`config.mk`:
```
export PLATFORM = sky130hd
export DESIGN_NAME = adcc_ctrl
export DESIGN_NICKNAME = d
export VERILOG_FILES = /design/src/adcc_pkg.sv /design/src/adcc_ctrl.sv
export SDC_FILE = /design/constraint.sdc
export NUM_CORES = 1
export LEC_CHECK = 0
export BUFFER_PORTS_ARGS = -buffer_cell sky130_fd_sc_hd__buf_4
export CORE_MARGIN = 8
export CORE_UTILIZATION = 40
export CTS_BUF_LIST = sky130_fd_sc_hd__clkbuf_8
export CTS_CLUSTER_DIAMETER = 120
export DETAILED_ROUTE_END_ITERATION = 6
export HOLD_SLACK_MARGIN = 0.03
export PLACE_DENSITY = 0.7
export SLEW_MARGIN = 0
export SYNTH_ARGS = -nofsm -noshare
export SYNTH_HDL_FRONTEND = slang
export SYNTH_SLANG_ARGS = --single-unit
```
`constraint.sdc`:
```
create_clock -name ref_clk -period 1.9 [get_ports ref_clk]
set_input_delay 0.095 -clock ref_clk [delete_from_list [all_inputs] [get_ports ref_clk]]
set_output_delay 0.095 -clock ref_clk [all_outputs]
set_load 0.005 [all_outputs]
```
`src/adcc_pkg.sv`:
```
// Constants and carrier types for the converter control block.
// Assumes a classic Wishbone slave with byte registers in the low lane of each word.
package adcc_pkg;
  // ==========================================================
  // Register map (byte addresses, one aligned word each)
  localparam logic [7:0] SC1_OFS = 8'h00;
  localparam logic [7:0] SC2_OFS = 8'h04;
  localparam logic [7:0] RES_LO_OFS = 8'h08;
  localparam logic [7:0] RES_HI_OFS = 8'h0c;
  localparam logic [7:0] CMP_LO_OFS = 8'h10;
  localparam logic [7:0] CMP_HI_OFS = 8'h14;

  // ==========================================================
  // Field positions
  localparam int DONE_BIT = 7;
  localparam int IRQ_EN_BIT = 6;
  localparam int CONT_BIT = 5;
  localparam int RUN_BIT = 7;
  localparam int TRIG_BIT = 6;
  localparam int CMP_EN_BIT = 5;
  localparam int CMP_GT_BIT = 4;

  // ==========================================================
  // Channel codes and reset values
  localparam logic [4:0] CH_LAST_INPUT = 5'h1b;
  localparam logic [4:0] CH_RESERVED = 5'h1c;
  localparam logic [4:0] CH_REF_HIGH = 5'h1d;
  localparam logic [4:0] CH_REF_LOW = 5'h1e;
  localparam logic [4:0] CH_OFF = 5'h1f;
  localparam logic [7:0] SC1_RESET = 8'h1f;
  localparam logic [7:0] SC2_RESET = 8'h00;
  localparam logic [9:0] CMP_RESET = 10'h000;

  // ==========================================================
  // Types
  typedef enum logic {ADCC_IDLE, ADCC_CONVERT} adcc_state_t;

  typedef struct packed {
    logic start;
    logic abort;
    logic [4:0] input_index;
    logic ref_high;
    logic ref_low;
    logic isolate;
    logic low_power;
  } adcc_conv_req_t;

  typedef struct packed {
    logic done;
    logic [9:0] result;
  } adcc_conv_ans_t;
endpackage

```
`src/adcc_ctrl.sv`:
```
// Conversion control and status for a successive-approximation converter.
// Assumes the analog core runs on ref_clk, takes a one-cycle start or abort
// and returns a one-cycle done with its result; the trigger pin is asynchronous.
`timescale 1ns/1ps

module adcc_ctrl (
  input wire logic ref_clk,
  input wire logic nrst,
  input wire logic wb_cyc_i,
  input wire logic wb_stb_i,
  input wire logic wb_we_i,
  input wire logic [7:0] wb_adr_i,
  input wire logic [3:0] wb_sel_i,
  input wire logic [31:0] wb_dat_i,
  output logic [31:0] wb_dat_o,
  output logic wb_ack_o,
  input wire logic hw_trigger_in,
  input wire adcc_pkg::adcc_conv_ans_t conv_ans,
  output adcc_pkg::adcc_conv_req_t conv_req,
  output logic irq
);

  // ==========================================================
  // Helpers
  // Address match on the word, low two bits ignored
  function automatic logic reg_hit(input logic [7:0] adr, input logic [7:0] ofs);
    reg_hit = (adr[7:2] == ofs[7:2]);
  endfunction

  // Compare condition; passes always when compare is off
  function automatic logic cmp_pass(input logic en, input logic gt, input logic [9:0] res,
                                    input logic [9:0] cv);
    if (!en) begin
      cmp_pass = 1'b1;
    end else if (gt) begin
      cmp_pass = (res >= cv);
    end else begin
      cmp_pass = (res < cv);
    end
  endfunction

  // ==========================================================
  // State
  adcc_pkg::adcc_state_t state, next_state;
  logic done_flag, next_done_flag;
  logic irq_en, next_irq_en;
  logic cont_en, next_cont_en;
  logic [4:0] channel_select, next_channel_select;
  logic trig_hw, next_trig_hw;
  logic cmp_en, next_cmp_en;
  logic cmp_gt, next_cmp_gt;
  logic [9:0] cmp_value, next_cmp_value;
  logic [9:0] result, next_result;
  logic trig_s1, trig_s2, trig_prev;
  logic [31:0] next_dat;
  logic next_ack;
  adcc_pkg::adcc_conv_req_t next_req;
  logic next_irq;

  // Bus decode; a request is taken once, in the cycle before ack
  logic bus_req, wr_lane, sc1_wr, sc2_wr, cmp_lo_wr, cmp_hi_wr, res_lo_rd, hw_edge;
  assign bus_req = wb_cyc_i && wb_stb_i && !wb_ack_o;
  assign wr_lane = bus_req && wb_we_i && wb_sel_i[0];
  assign sc1_wr = wr_lane && reg_hit(wb_adr_i, adcc_pkg::SC1_OFS);
  assign sc2_wr = wr_lane && reg_hit(wb_adr_i, adcc_pkg::SC2_OFS);
  assign cmp_lo_wr = wr_lane && reg_hit(wb_adr_i, adcc_pkg::CMP_LO_OFS);
  assign cmp_hi_wr = wr_lane && reg_hit(wb_adr_i, adcc_pkg::CMP_HI_OFS);
  assign res_lo_rd = bus_req && !wb_we_i && reg_hit(wb_adr_i, adcc_pkg::RES_LO_OFS);
  // Edge taken only after the two-flop synchroniser
  assign hw_edge = trig_s2 && !trig_prev;

  // ==========================================================
  // Next-state computation
  always_comb begin
    next_state = state;
    next_done_flag = done_flag;
    next_irq_en = irq_en;
    next_cont_en = cont_en;
    next_channel_select = channel_select;
    next_trig_hw = trig_hw;
    next_cmp_en = cmp_en;
    next_cmp_gt = cmp_gt;
    next_cmp_value = cmp_value;
    next_result = result;
    next_req = '0;

    // Second control register and compare value
    if (sc2_wr) begin
      next_trig_hw = wb_dat_i[adcc_pkg::TRIG_BIT];
      next_cmp_en = wb_dat_i[adcc_pkg::CMP_EN_BIT];
      next_cmp_gt = wb_dat_i[adcc_pkg::CMP_GT_BIT];
    end
    if (cmp_lo_wr) begin
      next_cmp_value[7:0] = wb_dat_i[7:0];
    end
    if (cmp_hi_wr) begin
      next_cmp_value[9:8] = wb_dat_i[1:0];
    end

    // Low-result read clears the flag; a completion below that passes the compare sets it again
    if (res_lo_rd) begin
      next_done_flag = 1'b0;
    end

    if (sc1_wr) begin
      // Abort wins over a completion in this cycle, so result stays put
      next_req.abort = (state == adcc_pkg::ADCC_CONVERT);
      next_done_flag = 1'b0;
      next_irq_en = wb_dat_i[adcc_pkg::IRQ_EN_BIT];
      next_cont_en = wb_dat_i[adcc_pkg::CONT_BIT];
      next_channel_select = wb_dat_i[4:0];
      if (wb_dat_i[4:0] != adcc_pkg::CH_OFF && !next_trig_hw) begin
        next_req.start = 1'b1;
        next_state = adcc_pkg::ADCC_CONVERT;
      end else begin
        next_state = adcc_pkg::ADCC_IDLE;
      end
    end else if (state == adcc_pkg::ADCC_IDLE) begin
      // Hardware start event; ignored while the module is off
      if (trig_hw && hw_edge && channel_select != adcc_pkg::CH_OFF) begin
        next_req.start = 1'b1;
        next_state = adcc_pkg::ADCC_CONVERT;
      end
    end else if (conv_ans.done) begin
      if (cmp_pass(cmp_en, cmp_gt, conv_ans.result, cmp_value)) begin
        next_done_flag = 1'b1;
        next_result = conv_ans.result;
      end
      if (cont_en) begin
        next_req.start = 1'b1;
      end else begin
        next_state = adcc_pkg::ADCC_IDLE;
      end
    end

    // Analog routing follows the channel code
    next_req.input_index = (next_channel_select <= adcc_pkg::CH_LAST_INPUT) ? next_channel_select : 5'h00;
    next_req.ref_high = (next_channel_select == adcc_pkg::CH_REF_HIGH);
    next_req.ref_low = (next_channel_select == adcc_pkg::CH_REF_LOW);
    // Reserved code and off code both isolate; only off is a documented disable
    next_req.isolate = (next_channel_select >= adcc_pkg::CH_RESERVED) && !next_req.ref_high && !next_req.ref_low;
    next_req.low_power = (next_state == adcc_pkg::ADCC_IDLE);
    next_irq = next_done_flag && next_irq_en;
  end

  // Bus answer: one wait state, data registered with ack
  always_comb begin
    next_ack = bus_req;
    next_dat = 32'h0000_0000;
    if (bus_req && !wb_we_i) begin
      if (reg_hit(wb_adr_i, adcc_pkg::SC1_OFS)) begin
        next_dat[7:0] = {done_flag, irq_en, cont_en, channel_select};
      end else if (reg_hit(wb_adr_i, adcc_pkg::SC2_OFS)) begin
        next_dat[7:0] = {state == adcc_pkg::ADCC_CONVERT, trig_hw, cmp_en, cmp_gt, 4'h0};
      end else if (reg_hit(wb_adr_i, adcc_pkg::RES_LO_OFS)) begin
        next_dat[7:0] = result[7:0];
      end else if (reg_hit(wb_adr_i, adcc_pkg::RES_HI_OFS)) begin
        next_dat[1:0] = result[9:8];
      end else if (reg_hit(wb_adr_i, adcc_pkg::CMP_LO_OFS)) begin
        next_dat[7:0] = cmp_value[7:0];
      end else if (reg_hit(wb_adr_i, adcc_pkg::CMP_HI_OFS)) begin
        next_dat[1:0] = cmp_value[9:8];
      end
    end
  end

  // ==========================================================
  // Registers
  always_ff @(posedge ref_clk) begin
    if (!nrst) begin
      state <= adcc_pkg::ADCC_IDLE;
      done_flag <= adcc_pkg::SC1_RESET[adcc_pkg::DONE_BIT];
      irq_en <= adcc_pkg::SC1_RESET[adcc_pkg::IRQ_EN_BIT];
      cont_en <= adcc_pkg::SC1_RESET[adcc_pkg::CONT_BIT];
      channel_select <= adcc_pkg::SC1_RESET[4:0];
      trig_hw <= adcc_pkg::SC2_RESET[adcc_pkg::TRIG_BIT];
      cmp_en <= adcc_pkg::SC2_RESET[adcc_pkg::CMP_EN_BIT];
      cmp_gt <= adcc_pkg::SC2_RESET[adcc_pkg::CMP_GT_BIT];
      cmp_value <= adcc_pkg::CMP_RESET;
      result <= 10'h000;
      conv_req <= '{start: 1'b0, abort: 1'b0, input_index: 5'h00, ref_high: 1'b0, ref_low: 1'b0,
                    isolate: 1'b1, low_power: 1'b1};
      irq <= 1'b0;
      wb_ack_o <= 1'b0;
      wb_dat_o <= 32'h0000_0000;
      trig_s1 <= 1'b0;
      trig_s2 <= 1'b0;
      trig_prev <= 1'b0;
    end else begin
      state <= next_state;
      done_flag <= next_done_flag;
      irq_en <= next_irq_en;
      cont_en <= next_cont_en;
      channel_select <= next_channel_select;
      trig_hw <= next_trig_hw;
      cmp_en <= next_cmp_en;
      cmp_gt <= next_cmp_gt;
      cmp_value <= next_cmp_value;
      result <= next_result;
      conv_req <= next_req;
      irq <= next_irq;
      wb_ack_o <= next_ack;
      wb_dat_o <= next_dat;
      trig_s1 <= hw_trigger_in;
      trig_s2 <= trig_s1;
      trig_prev <= trig_s2;
    end
  end

  logic running;
  assign running = (state == adcc_pkg::ADCC_CONVERT);
endmodule

```
==> results.tsv, run 1 <==
metric	value	unit
Worst Setup Start Kind	register	
Critical Setup Path Class	reg2reg	
fraction of layout instances using a drive strength above 1	31.4	%
Synth Area in Compound Gates	12.0	%
yosys warns	0	
Post-Synthesis Cells	292	
internal power	0.00152	W
antenna viol nets, final	0	
Combinational Power Share	9.7	%
Post-Synth Simple-Gate Area	19.2	%
WP data arrival	2230	ps
CP max FO	3	
commonest non-fill, non-tap cells in the layout	70 x buf_4, 49 x dfxtp_1, 39 x nand2_1	
Cell Rows	30	
Ports	106	
Pwr Total	0.00201	W
post-synthesis sequential area ratio	41.0	%
main combinational cell family by area after synthesis	simple AND/OR/NAND/NOR gates	
ys async rst share	0	%
non-filler cells, final	440	
final setup fails	12	
gr usage total	13.8	%
most common cell after layout, fill and taps aside	buf_4	
largest net degree at the start of global routing	28	
Reg2Reg Capture Point	result[3]	
mapped cell area	2740	sq um
synth unique cells	50	
Buffers on Ports	52	
vias per inst	4.91	
nets	430	
first-pass GRT wire length	10.9	mm
sequential power share	58.6	%
area growth from synthesis to layout	26.5	%
RSZ-0062 raised after global routing	yes	
routed len/inst	15.3	microns
Sinks on Clock Net	56	
final period utilization	104	%
RR Startpoint	cmp_value[2]	
clock network power share	31.7	%
status	complete, but fails checks	
Post-synth EDFFs	0	
FMAX	504	MHz
Syn Area/Cell	9.38	sq um
vias in the first global route	2255	
Die ar.	9750	sq um
setup TNS	-423	ps
HP Start	wb_dat_i[3]	
DRT Wirelength	6.74	mm
switching share of power	24.2	%
core area	6720	sq um
H-tree levels	2	
n_diodes	0	
Die Height	98.7	microns
Post-Synth Adder-Cell Area	4.57	%
DRT Pass-1 Iters	5	
Post-Place Cells	430	
Worst setup EP type	register	
HP Class	in2reg	
Primary FF master, synth	dfxtp_1	
DP Wirelength	5.28	mm
GP Congestion	0.831	
Synth Register Bits	56	
VDD IR-drop max	0.280	mV
CTS max path bufs	2	
setup slack, reg-to-reg	-90	ps
Max Cap Viol	0	
WHS Path Cells	3	
dpl ws	-109	ps
PD cells	580	nW/um^2
Overflow after GRT	0	
starting density of the core	40.7	%
cell leakage power	1.49	nW
Final Max Slew Viols	0	
Hold Vio Cnt, Final	0	
R2R cell count	8	
initial antenna violation count	0	
Setup WS post-layout	-85.4	ps
hold endpoint	channel_select[3]	
failing checks	negative setup slack	
latest clock arrival within the worst-skew pair	310	ps
via count	2162	
CTS clk-pin slew, worst paths	100	ps
required time of the critical path	2140	ps
CTS buffer count	5	
mux cell area share after synthesis	11.9	%
clock skew	12.9	ps
Root Buffer	clkbuf_8	
CTS tree	yes	
DRT iter0 DRCs	84	
P_sw	0.000486	W
Die Wd	98.7	microns
xor/xnor share of the synthesized area	0.320	%
post-route DRC violation count	0	
min cycle time layout	1990	ps
[power groups by stage]
stage          Sequential (W)  Clock [W]  Combinational [W]
2_1_floorplan         0.00121          0           0.000125
3_3_place_gp          0.00121          0           0.000176
3_5_place_dp          0.00121          0           0.000180
4_1_cts               0.00118   0.000650           0.000192
5_1_grt               0.00118   0.000708           0.000214
6_report              0.00118   0.000637           0.000194
[cells by family (layout without fill, tap and decap cells)]
kind of cell	Yosys count	count (layout)
fa+ha+maj	10	10
simple gates	99	99
flops	56	56
other cells	1	24
compound gates	44	44
mux	30	30
xor+xnor	1	1
buf+inv	51	96
[registers in the layout, indices dropped and copies added (netlist names)]
signal	count
irq	1
trig_hw	1
done_flag	1
cmp_gt	1
trig_s2	1
channel_select	5
irq_en	1
cont_en	1
cmp_en	1
trig_prev	1
wb_dat_o	8
trig_s1	1
result	10
running	1
wb_ack_o	1
cmp_value	10
conv_req	11
[worst max-delay path by stage]
stage | startpoint | to
after floorplan | cmp_value[4] | result[2]
after global placement | cmp_value[8] | irq
after detailed placement | cmp_value[8] | result[2]
after CTS | cmp_value[5] | result[2]
after global routing | cmp_value[3] | result[3]
final | cmp_value[2] | result[3]
[area by class of cell]
cell class | count | area, sq um
flip-flops and latches | 56 | 1130
clock buffers | 5 | 68.8
clock inverters | 3 | 18.8
inverters | 16 | 60.1
repair buffers | 72 | 556
well taps | 80 | 100
fillers | 628 | 3260
multi-input cells | 208 | 1530
[critical path: stages, from the launching register on]
cell       delay [ps]
dfxtp_2           350
inv_2              30
ha_1              260
nand4_1           150
o311ai_2          320
a2111oi_2         110
a311oi_4          280
buf_4             200
mux2i_1           210
[timing repair]
action,CTS,global route
hold buffers,1,0
endpoints found under the hold margin,1,0
pin swaps,8,1
setup endpoints to repair,12,12
resized for setup,15,0
setup buffers,1,0
[synthesized netlist by cell type, drive strengths merged (5+ instances only)]
cell type | number | area [sq um]
nand2 | 39 | 146
nand3 | 5 | 25.0
buf | 29 | 218
clkbuf | 6 | 22.5
nor2b | 13 | 81.3
nor2 | 17 | 63.8
dfxtp | 56 | 1120
inv | 16 | 60.1
mux2i | 29 | 303
o21ai | 6 | 30.0
and2 | 7 | 46.3
a21oi | 6 | 30.0
o21a | 7 | 52.6
ha | 10 | 125
[metrics by stage]
stage / util [%] / hold slack [ps] / instance area [sq um]
4_1_cts: 51.5 / 35.8 / 3460
6_report: 51.5 / 32.9 / 3460
5_1_grt: 51.5 / 38.9 / 3460
3_5_place_dp: 48.9 / 312 / 3280
2_1_floorplan: - / 222 / 2890
3_3_place_gp: 48.9 / 304 / 3280
[routing by layer]
metal,share of wire (%),global-route usage [%],vias up
met5,0,0,-
met4,1.4,3.90,0
met3,6.6,4.23,8
met2,48,23.6,54
met1,44,16.3,1010
li1,-,-,1090
Power figures use the tool's default switching activity.
==> run 2: changes to the inputs <==
Settings changed: ABC_AREA set to 1.
==> run 2 against run 1 <==
Against the previous run:
- the flow now finishes without violations
- cell count rose by 22%
- die area rose by 1.9%
- clock power rose by 22%
- worst setup slack improved by 230 ps
- largest cell class unchanged
- largest power group unchanged
==> results.tsv, run 2 <==
metric	value	unit	change
post-route DRC violation count	0		unchanged
cell leakage power	1.68	nW	was 1.49 nW
min cycle time layout	1760	ps	was 1990 ps
Worst Setup Start Kind	register		unchanged
WP data arrival	1970	ps	was 2230 ps
RR Startpoint	cmp_value[9]		was cmp_value[2]
latest clock arrival within the worst-skew pair	310	ps	about the same
synth cell count leaders	63 x inv_1, 61 x nand2_1, 56 x dfxtp_1		was 56 x dfxtp_1, 39 x nand2_1, 28 x mux2i_1
setup slack, reg-to-reg	140	ps	was -90 ps
cell breakdown of the critical path	inv_1 -> ha_1 -> nand2_1 -> inv_1 -> a21oi_2 -> nand4_1 -> nand2_1 -> inv_1 -> nand2_1 -> buf_6 -> nand3_1 -> nand2_1 -> nor2_1		was inv_2 -> ha_1 -> nand4_1 -> o311ai_2 -> a2111oi_2 -> a311oi_4 -> buf_4 -> mux2i_1
Post-Synthesis Cells	381		was 292
setup TNS	0	ps	was -423 ps
Die Wd	99.7	microns	was 98.7 microns
clock skew	6.53	ps	was 12.9 ps
PD cells	636	nW/um^2	was 580 nW/um^2
FMAX	569	MHz	was 504 MHz
starting density of the core	41.2	%	was 40.7%
fill cell count	684		was 628
n_diodes	0		unchanged
fraction of layout instances using a drive strength above 1	21.2	%	was 31.4%
first-pass GRT wire length	11.0	mm	was 10.9 mm
Cell Rows	30		unchanged
Die ar.	9930	sq um	was 9750 sq um
final period utilization	92.5	%	was 104%
Hold Vio Cnt, Final	0		unchanged
H-tree levels	2		unchanged
Sinks on Clock Net	56		unchanged
yosys warns	0		unchanged
CTS buffer count	5		unchanged
Die Height	99.7	microns	was 98.7 microns
Syn Area/Cell	7.35	sq um	was 9.38 sq um
Yosys top cell area share	40.0	%	was 41.0%
top post-synthesis cells by area	dfxtp_1 40%, inv_1 8.4%, nand2_1 8.2%		was dfxtp_1 41%, mux2i_1 10%, buf_4 6.6%
Reg2Reg Capture Point	result[0]		was result[3]
Root Buffer	clkbuf_8		unchanged
via count	2459		was 2162
final setup fails	0		was 12
vias in the first global route	2388		was 2255
status	finished clean		was complete, but fails checks
Overflow after GRT	0		unchanged
DRT iter0 DRCs	168		was 84
Critical Setup Path Class	reg2reg		unchanged
DP Wirelength	5.45	mm	was 5.28 mm
DRT Pass-1 Iters	4		was 5
Worst setup EP type	register		unchanged
most common cell after layout, fill and taps aside	inv_1		was buf_4
slowest cell on the critical path	dfxtp_1		was dfxtp_2
gr usage total	13.7	%	was 13.8%
Final Max Slew Viols	0		unchanged
Synth area leader	dfxtp_1		unchanged
routed len/inst	12.9	microns	was 15.3 microns
Synth Register Bits	56		unchanged
vias per inst	4.60		was 4.91
CTS max path bufs	2		unchanged
CP startpoint	cmp_value[9]		was cmp_value[2]
most frequent cell after synthesis	inv_1		was dfxtp_1
synth unique cells	33		was 50
GP Congestion	0.871		was 0.831
dpl ws	130	ps	was -109 ps
commonest non-fill, non-tap cells in the layout	64 x inv_1, 61 x nand2_1, 59 x buf_4		was 70 x buf_4, 49 x dfxtp_1, 39 x nand2_1
largest net degree at the start of global routing	33		was 28
Max Cap Viol	0		unchanged
mapped cell area	2800	sq um	was 2740 sq um
core area	6790	sq um	was 6720 sq um
area growth from synthesis to layout	20.1	%	was 26.5%
required time of the critical path	2110	ps	was 2140 ps
nets	509		was 430
crit path capture	result[0]		was result[3]
antenna viol nets, final	0		unchanged
Buffers on Ports	52		unchanged
post-synthesis sequential area ratio	40.0	%	was 41.0%
Setup WS post-layout	143	ps	was -85.4 ps
CP max FO	14		was 3
initial antenna violation count	0		unchanged
CTS tree	yes		unchanged
CTS clk-pin slew, worst paths	100	ps	about the same
DRT Wirelength	6.89	mm	was 6.74 mm
most flop-heavy register	conv_req		unchanged
Top Registers	conv_req: 11 flops, cmp_value: 10 flops, result: 10 flops		unchanged
Post-synth EDFFs	0		unchanged
VDD IR-drop max	0.373	mV	was 0.280 mV
Primary FF master, synth	dfxtp_1		unchanged
Crit path top cell by count	nand2_1		
HP Class	in2reg		unchanged
Ports	106		unchanged
ys async rst share	0	%	unchanged
max incr delay on CP	340	ps	was 350 ps
R2R cell count	13		was 8
max reg flops	11		unchanged
## run 2: cell count changes in the layout (fill, tap and decap cells not counted), moves of 11 or more
cell	before	now
inv_1	11	64
a21oi_1	5	39
mux2i_1	28	0
nand2_1	39	61
o21ai_0	5	22
nor2b_1	13	0
nor2_1	17	29
buf_4	70	59
## run 2: cells by family (layout without fill, tap and decap cells)
family                     count (synthesis)  after routing  synth area share, %
and+or+nand+nor                          133            133                 22.4
AOI/OAI and AO/OA                         79             79                 15.3
other                                      1             24                0.134
DFF                                       56             56                 40.0
adders and majority gates                 10             10                 4.47
buffers and inverters                    102            137                 17.6
## run 2: worst max-delay path, delay by kind of cell, from the launching register on
kind                     cells  cell delay, ps
buffers and inverters        4             320
AND/OR/NAND/NOR              7             570
adder cells (fa/ha/maj)      1             280
flip-flops                   1             340
AO/OA/AOI/OAI                1             150
## run 2: cell type report
class	count	area (sq um)	share of cell area, %
multi-input cells	246	1290	38.4
flip-flops and latches	56	1120	33.3
repair buffers	61	464	13.8
inverters	68	255	7.59
well taps	96	120	3.57
clock buffers	5	68.8	2.05
clock inverters	3	42.5	1.26
## run 2: how the worst min path moves through the flow
| stage | startpoint | end | depth (start not counted) |
|---|---|---|---|
| 2_1_floorplan | hw_trigger_in | trig_s1 | 2 |
| 3_3_place_gp | hw_trigger_in | trig_s1 | 3 |
| 3_5_place_dp | hw_trigger_in | trig_s1 | 3 |
| 4_1_cts | wb_stb_i | wb_ack_o | 3 |
| 5_1_grt | wb_stb_i | wb_ack_o | 3 |
| 6_report | wb_stb_i | wb_ack_o | 3 |
## run 2: where the power goes
group,switching (W),internal [W],leakage (nW)
sequential,0.00000173,0.00118,0.452
clock,0.000385,0.000394,0.0599
combinational,0.000105,0.0000775,1.16
total,0.000492,0.00165,1.68
## run 2: metal layers
layer	GRT usage (%)	routed length, microns
met3	3.77	522
met2	22.8	3300
met5	0	0
met1	16.3	2990
met4	5.12	82
## run 2: timing repair
item | in CTS | in global routing
endpoints found under the hold margin | 1 | 0
setup endpoints to repair | 0 | 12
gates resized for setup | 0 | 6
setup buffers | 0 | 0
hold buffers | 1 | 0
## run 2: stage by stage
| step | area [sq um] | utilization [%] | cells | total power [W] | hold WS [ps] |
|---|---|---|---|---|---|
| after floorplan | 2890 | - | 404 | 0.00133 | 193 |
| after global placement | 3220 | 47.4 | 526 | 0.00138 | 279 |
| after detailed placement | 3220 | 47.4 | 526 | 0.00138 | 283 |
| after CTS | 3340 | 49.2 | 535 | 0.00216 | 47.7 |
| after global routing | 3360 | 49.5 | 535 | 0.00223 | 54.6 |
| final | 3360 | 49.5 | 535 | 0.00214 | 57.2 |
==> run 3: changes to the inputs <==
Settings changed: PLACE_DENSITY 0.7 to 0.67.
Clock period 1.9 ns to 2.2 ns, I/O delays scaled along.
==> run 3 against run 2 <==
Against the previous run:
- register-to-register slack better by 140 ps
- maximum frequency is 8.4% lower
- largest power group unchanged
- die area stayed put
- utilization is 0.59 points lower
- non-clock buffer count is 4 lower
- worst hold slack better by 4.8 ps
- count of clock-buffer cells in the layout stayed put
- wire length is 0.10% lower
- combinational power is 15% lower
- sequential share of layout area is 0.40 points higher
- clock skew hardly changed
==> results.tsv, run 3 (synthesis gave the netlist of run 2 again) <==
metric	value	unit	change
Post-CTS Resized	0		unchanged
cell leakage power	1.66	nW	was 1.68 nW
DRT Pass-1 Iters	4		unchanged
placed instance area	3200	sq um	was 3220 sq um
setup TNS	0	ps	unchanged
required time of the critical path	2450	ps	was 2110 ps
Sinks on Clock Net	56		unchanged
CTS clk-pin slew, worst paths	100	ps	about the same
VDD IR-drop max	0.250	mV	was 0.373 mV
CTS buffer count	5		unchanged
DRT iter0 DRCs	187		was 168
H-tree levels	2		unchanged
Top Registers	conv_req: 11 flops, cmp_value: 10 flops, result: 10 flops		unchanged
gr usage total	13.5	%	was 13.7%
CTS max path bufs	2		unchanged
routed len/inst	13.0	microns	was 12.9 microns
CP delay by family, top	simple AND/OR/NAND/NOR gates		unchanged
FMAX	522	MHz	was 569 MHz
non-filler cells, final	531		was 535
area growth from synthesis to layout	18.7	%	was 20.1%
vias per inst	4.69		was 4.60
Worst setup EP type	register		unchanged
Ports	106		unchanged
post-layout util	48.9	%	was 49.5%
Die ar.	9930	sq um	unchanged
R2R cell count	12		was 13
Die Wd	99.7	microns	unchanged
Critical Path Stages	12		was 13
Bufs and invs on worst path	4		unchanged
antenna viol nets, final	0		unchanged
DRT Wirelength	6.88	mm	was 6.89 mm
CP max FO	18		was 14
max reg flops	11		unchanged
latest clock arrival within the worst-skew pair	310	ps	about the same
first-pass GRT wire length	10.8	mm	was 11.0 mm
GP Congestion	0.863		was 0.871
Crit path top cell by count	nand2_1		unchanged
starting density of the core	41.2	%	unchanged
largest net degree at the start of global routing	34		was 33
Worst Setup Start Kind	register		unchanged
Overflow after GRT	0		unchanged
slowest cell on the critical path	dfxtp_1		unchanged
Post-Place Cells	522		was 526
via count	2488		was 2459
status	finished clean		unchanged
HP Class	in2reg		unchanged
WHS Path Cells	3		unchanged
core area	6790	sq um	unchanged
Finished Cell Area	3320	sq um	was 3360 sq um
PD cells	558	nW/um^2	was 636 nW/um^2
Hold Vio Cnt, Final	0		unchanged
DP Wirelength	5.44	mm	was 5.45 mm
post-route DRC violation count	0		unchanged
clock skew	6.91	ps	was 6.53 ps
Critical Setup Path Class	reg2reg		unchanged
max incr delay on CP	340	ps	about the same
Cell Rows	30		unchanged
final period utilization	87.2	%	was 92.5%
most common cell after layout, fill and taps aside	inv_1		unchanged
vias in the first global route	2293		was 2388
Die Height	99.7	microns	unchanged
commonest non-fill, non-tap cells in the layout	64 x inv_1, 61 x nand2_1, 56 x dfxtp_1		was 64 x inv_1, 61 x nand2_1, 59 x buf_4
RSZ-0062 raised after global routing	no		
Root Buffer	clkbuf_8		unchanged
n_diodes	0		unchanged
CTS tree	yes		unchanged
WP data arrival	2160	ps	was 1970 ps
Final Max Slew Viols	0		unchanged
min cycle time layout	1920	ps	was 1760 ps
Buffers on Ports	52		unchanged
Max Cap Viol	0		unchanged
cell breakdown of the critical path	inv_1 -> ha_1 -> nand2_1 -> inv_1 -> a21oi_1 -> nand4_1 -> nand2_1 -> inv_1 -> nand2_1 -> buf_12 -> nand2_1 -> a21oi_1		was inv_1 -> ha_1 -> nand2_1 -> inv_1 -> a21oi_2 -> nand4_1 -> nand2_1 -> inv_1 -> nand2_1 -> buf_6 -> nand3_1 -> nand2_1 -> nor2_1
fraction of layout instances using a drive strength above 1	19.3	%	was 21.2%
most flop-heavy register	conv_req		unchanged
initial antenna violation count	0		unchanged
nets	505		was 509
final setup fails	0		unchanged
[run 3: metal layers]
metal,track usage [%],up-vias,wire length (microns)
li1,-,1268,-
met1,17.0,1113,3010
met2,21.2,97,3080
met3,3.42,10,620
met4,5.59,0,166
met5,0,-,0
[run 3: where the power goes]
part | internal, W | switching, W | leakage [nW] | total [W]
Combinational | 0.0000649 | 0.0000897 | 1.15 | 0.000155
Clock | 0.000340 | 0.000340 | 0.0599 | 0.000680
Sequential | 0.00102 | 0.00000158 | 0.452 | 0.00102
[run 3: final timing paths]
path / startpoint / end / slack (ps)
worst max-delay path: cmp_value[9] / irq / 280
worst min-delay path: wb_stb_i / wb_ack_o / 60
worst max register to register: cmp_value[9] / irq / 280
worst min register to register: trig_s1 / trig_s2 / 420
[run 3: layout make-up]
cell class / count / area (sq um)
Sequential cell: 56 / 1120
Multi-Input combinational cell: 246 / 1270
Inverter: 68 / 255
Timing Repair Buffer: 57 / 443
Fill cell: 707 / 3470
Tap cell: 96 / 120
Clock inverter: 3 / 42.5
Clock buffer: 5 / 68.8
[run 3: what timing repair did]
| item | 4_1_cts | 5_1_grt |
|---|---|---|
| buffers inserted | 0 | 0 |
| setup endpoints to repair | 0 | 0 |
| hold buffers | 1 | 0 |
| endpoints found under the hold margin | 1 | 0 |
[run 3: through the flow]
stage	total power [W]	worst slack (ps)	hold WS, ps
2_1_floorplan	0.00115	599	208
3_3_place_gp	0.00119	398	292
3_5_place_dp	0.00119	333	304
4_1_cts	0.00186	305	66.1
5_1_grt	0.00193	118	56.4
6_report	0.00185	283	62.0
[run 3: worst min-delay path: cells and delay by family]
kind | cells | cell delay [ps]
AND/OR/NAND/NOR | 2 | 110
buffers and inverters | 1 | 120
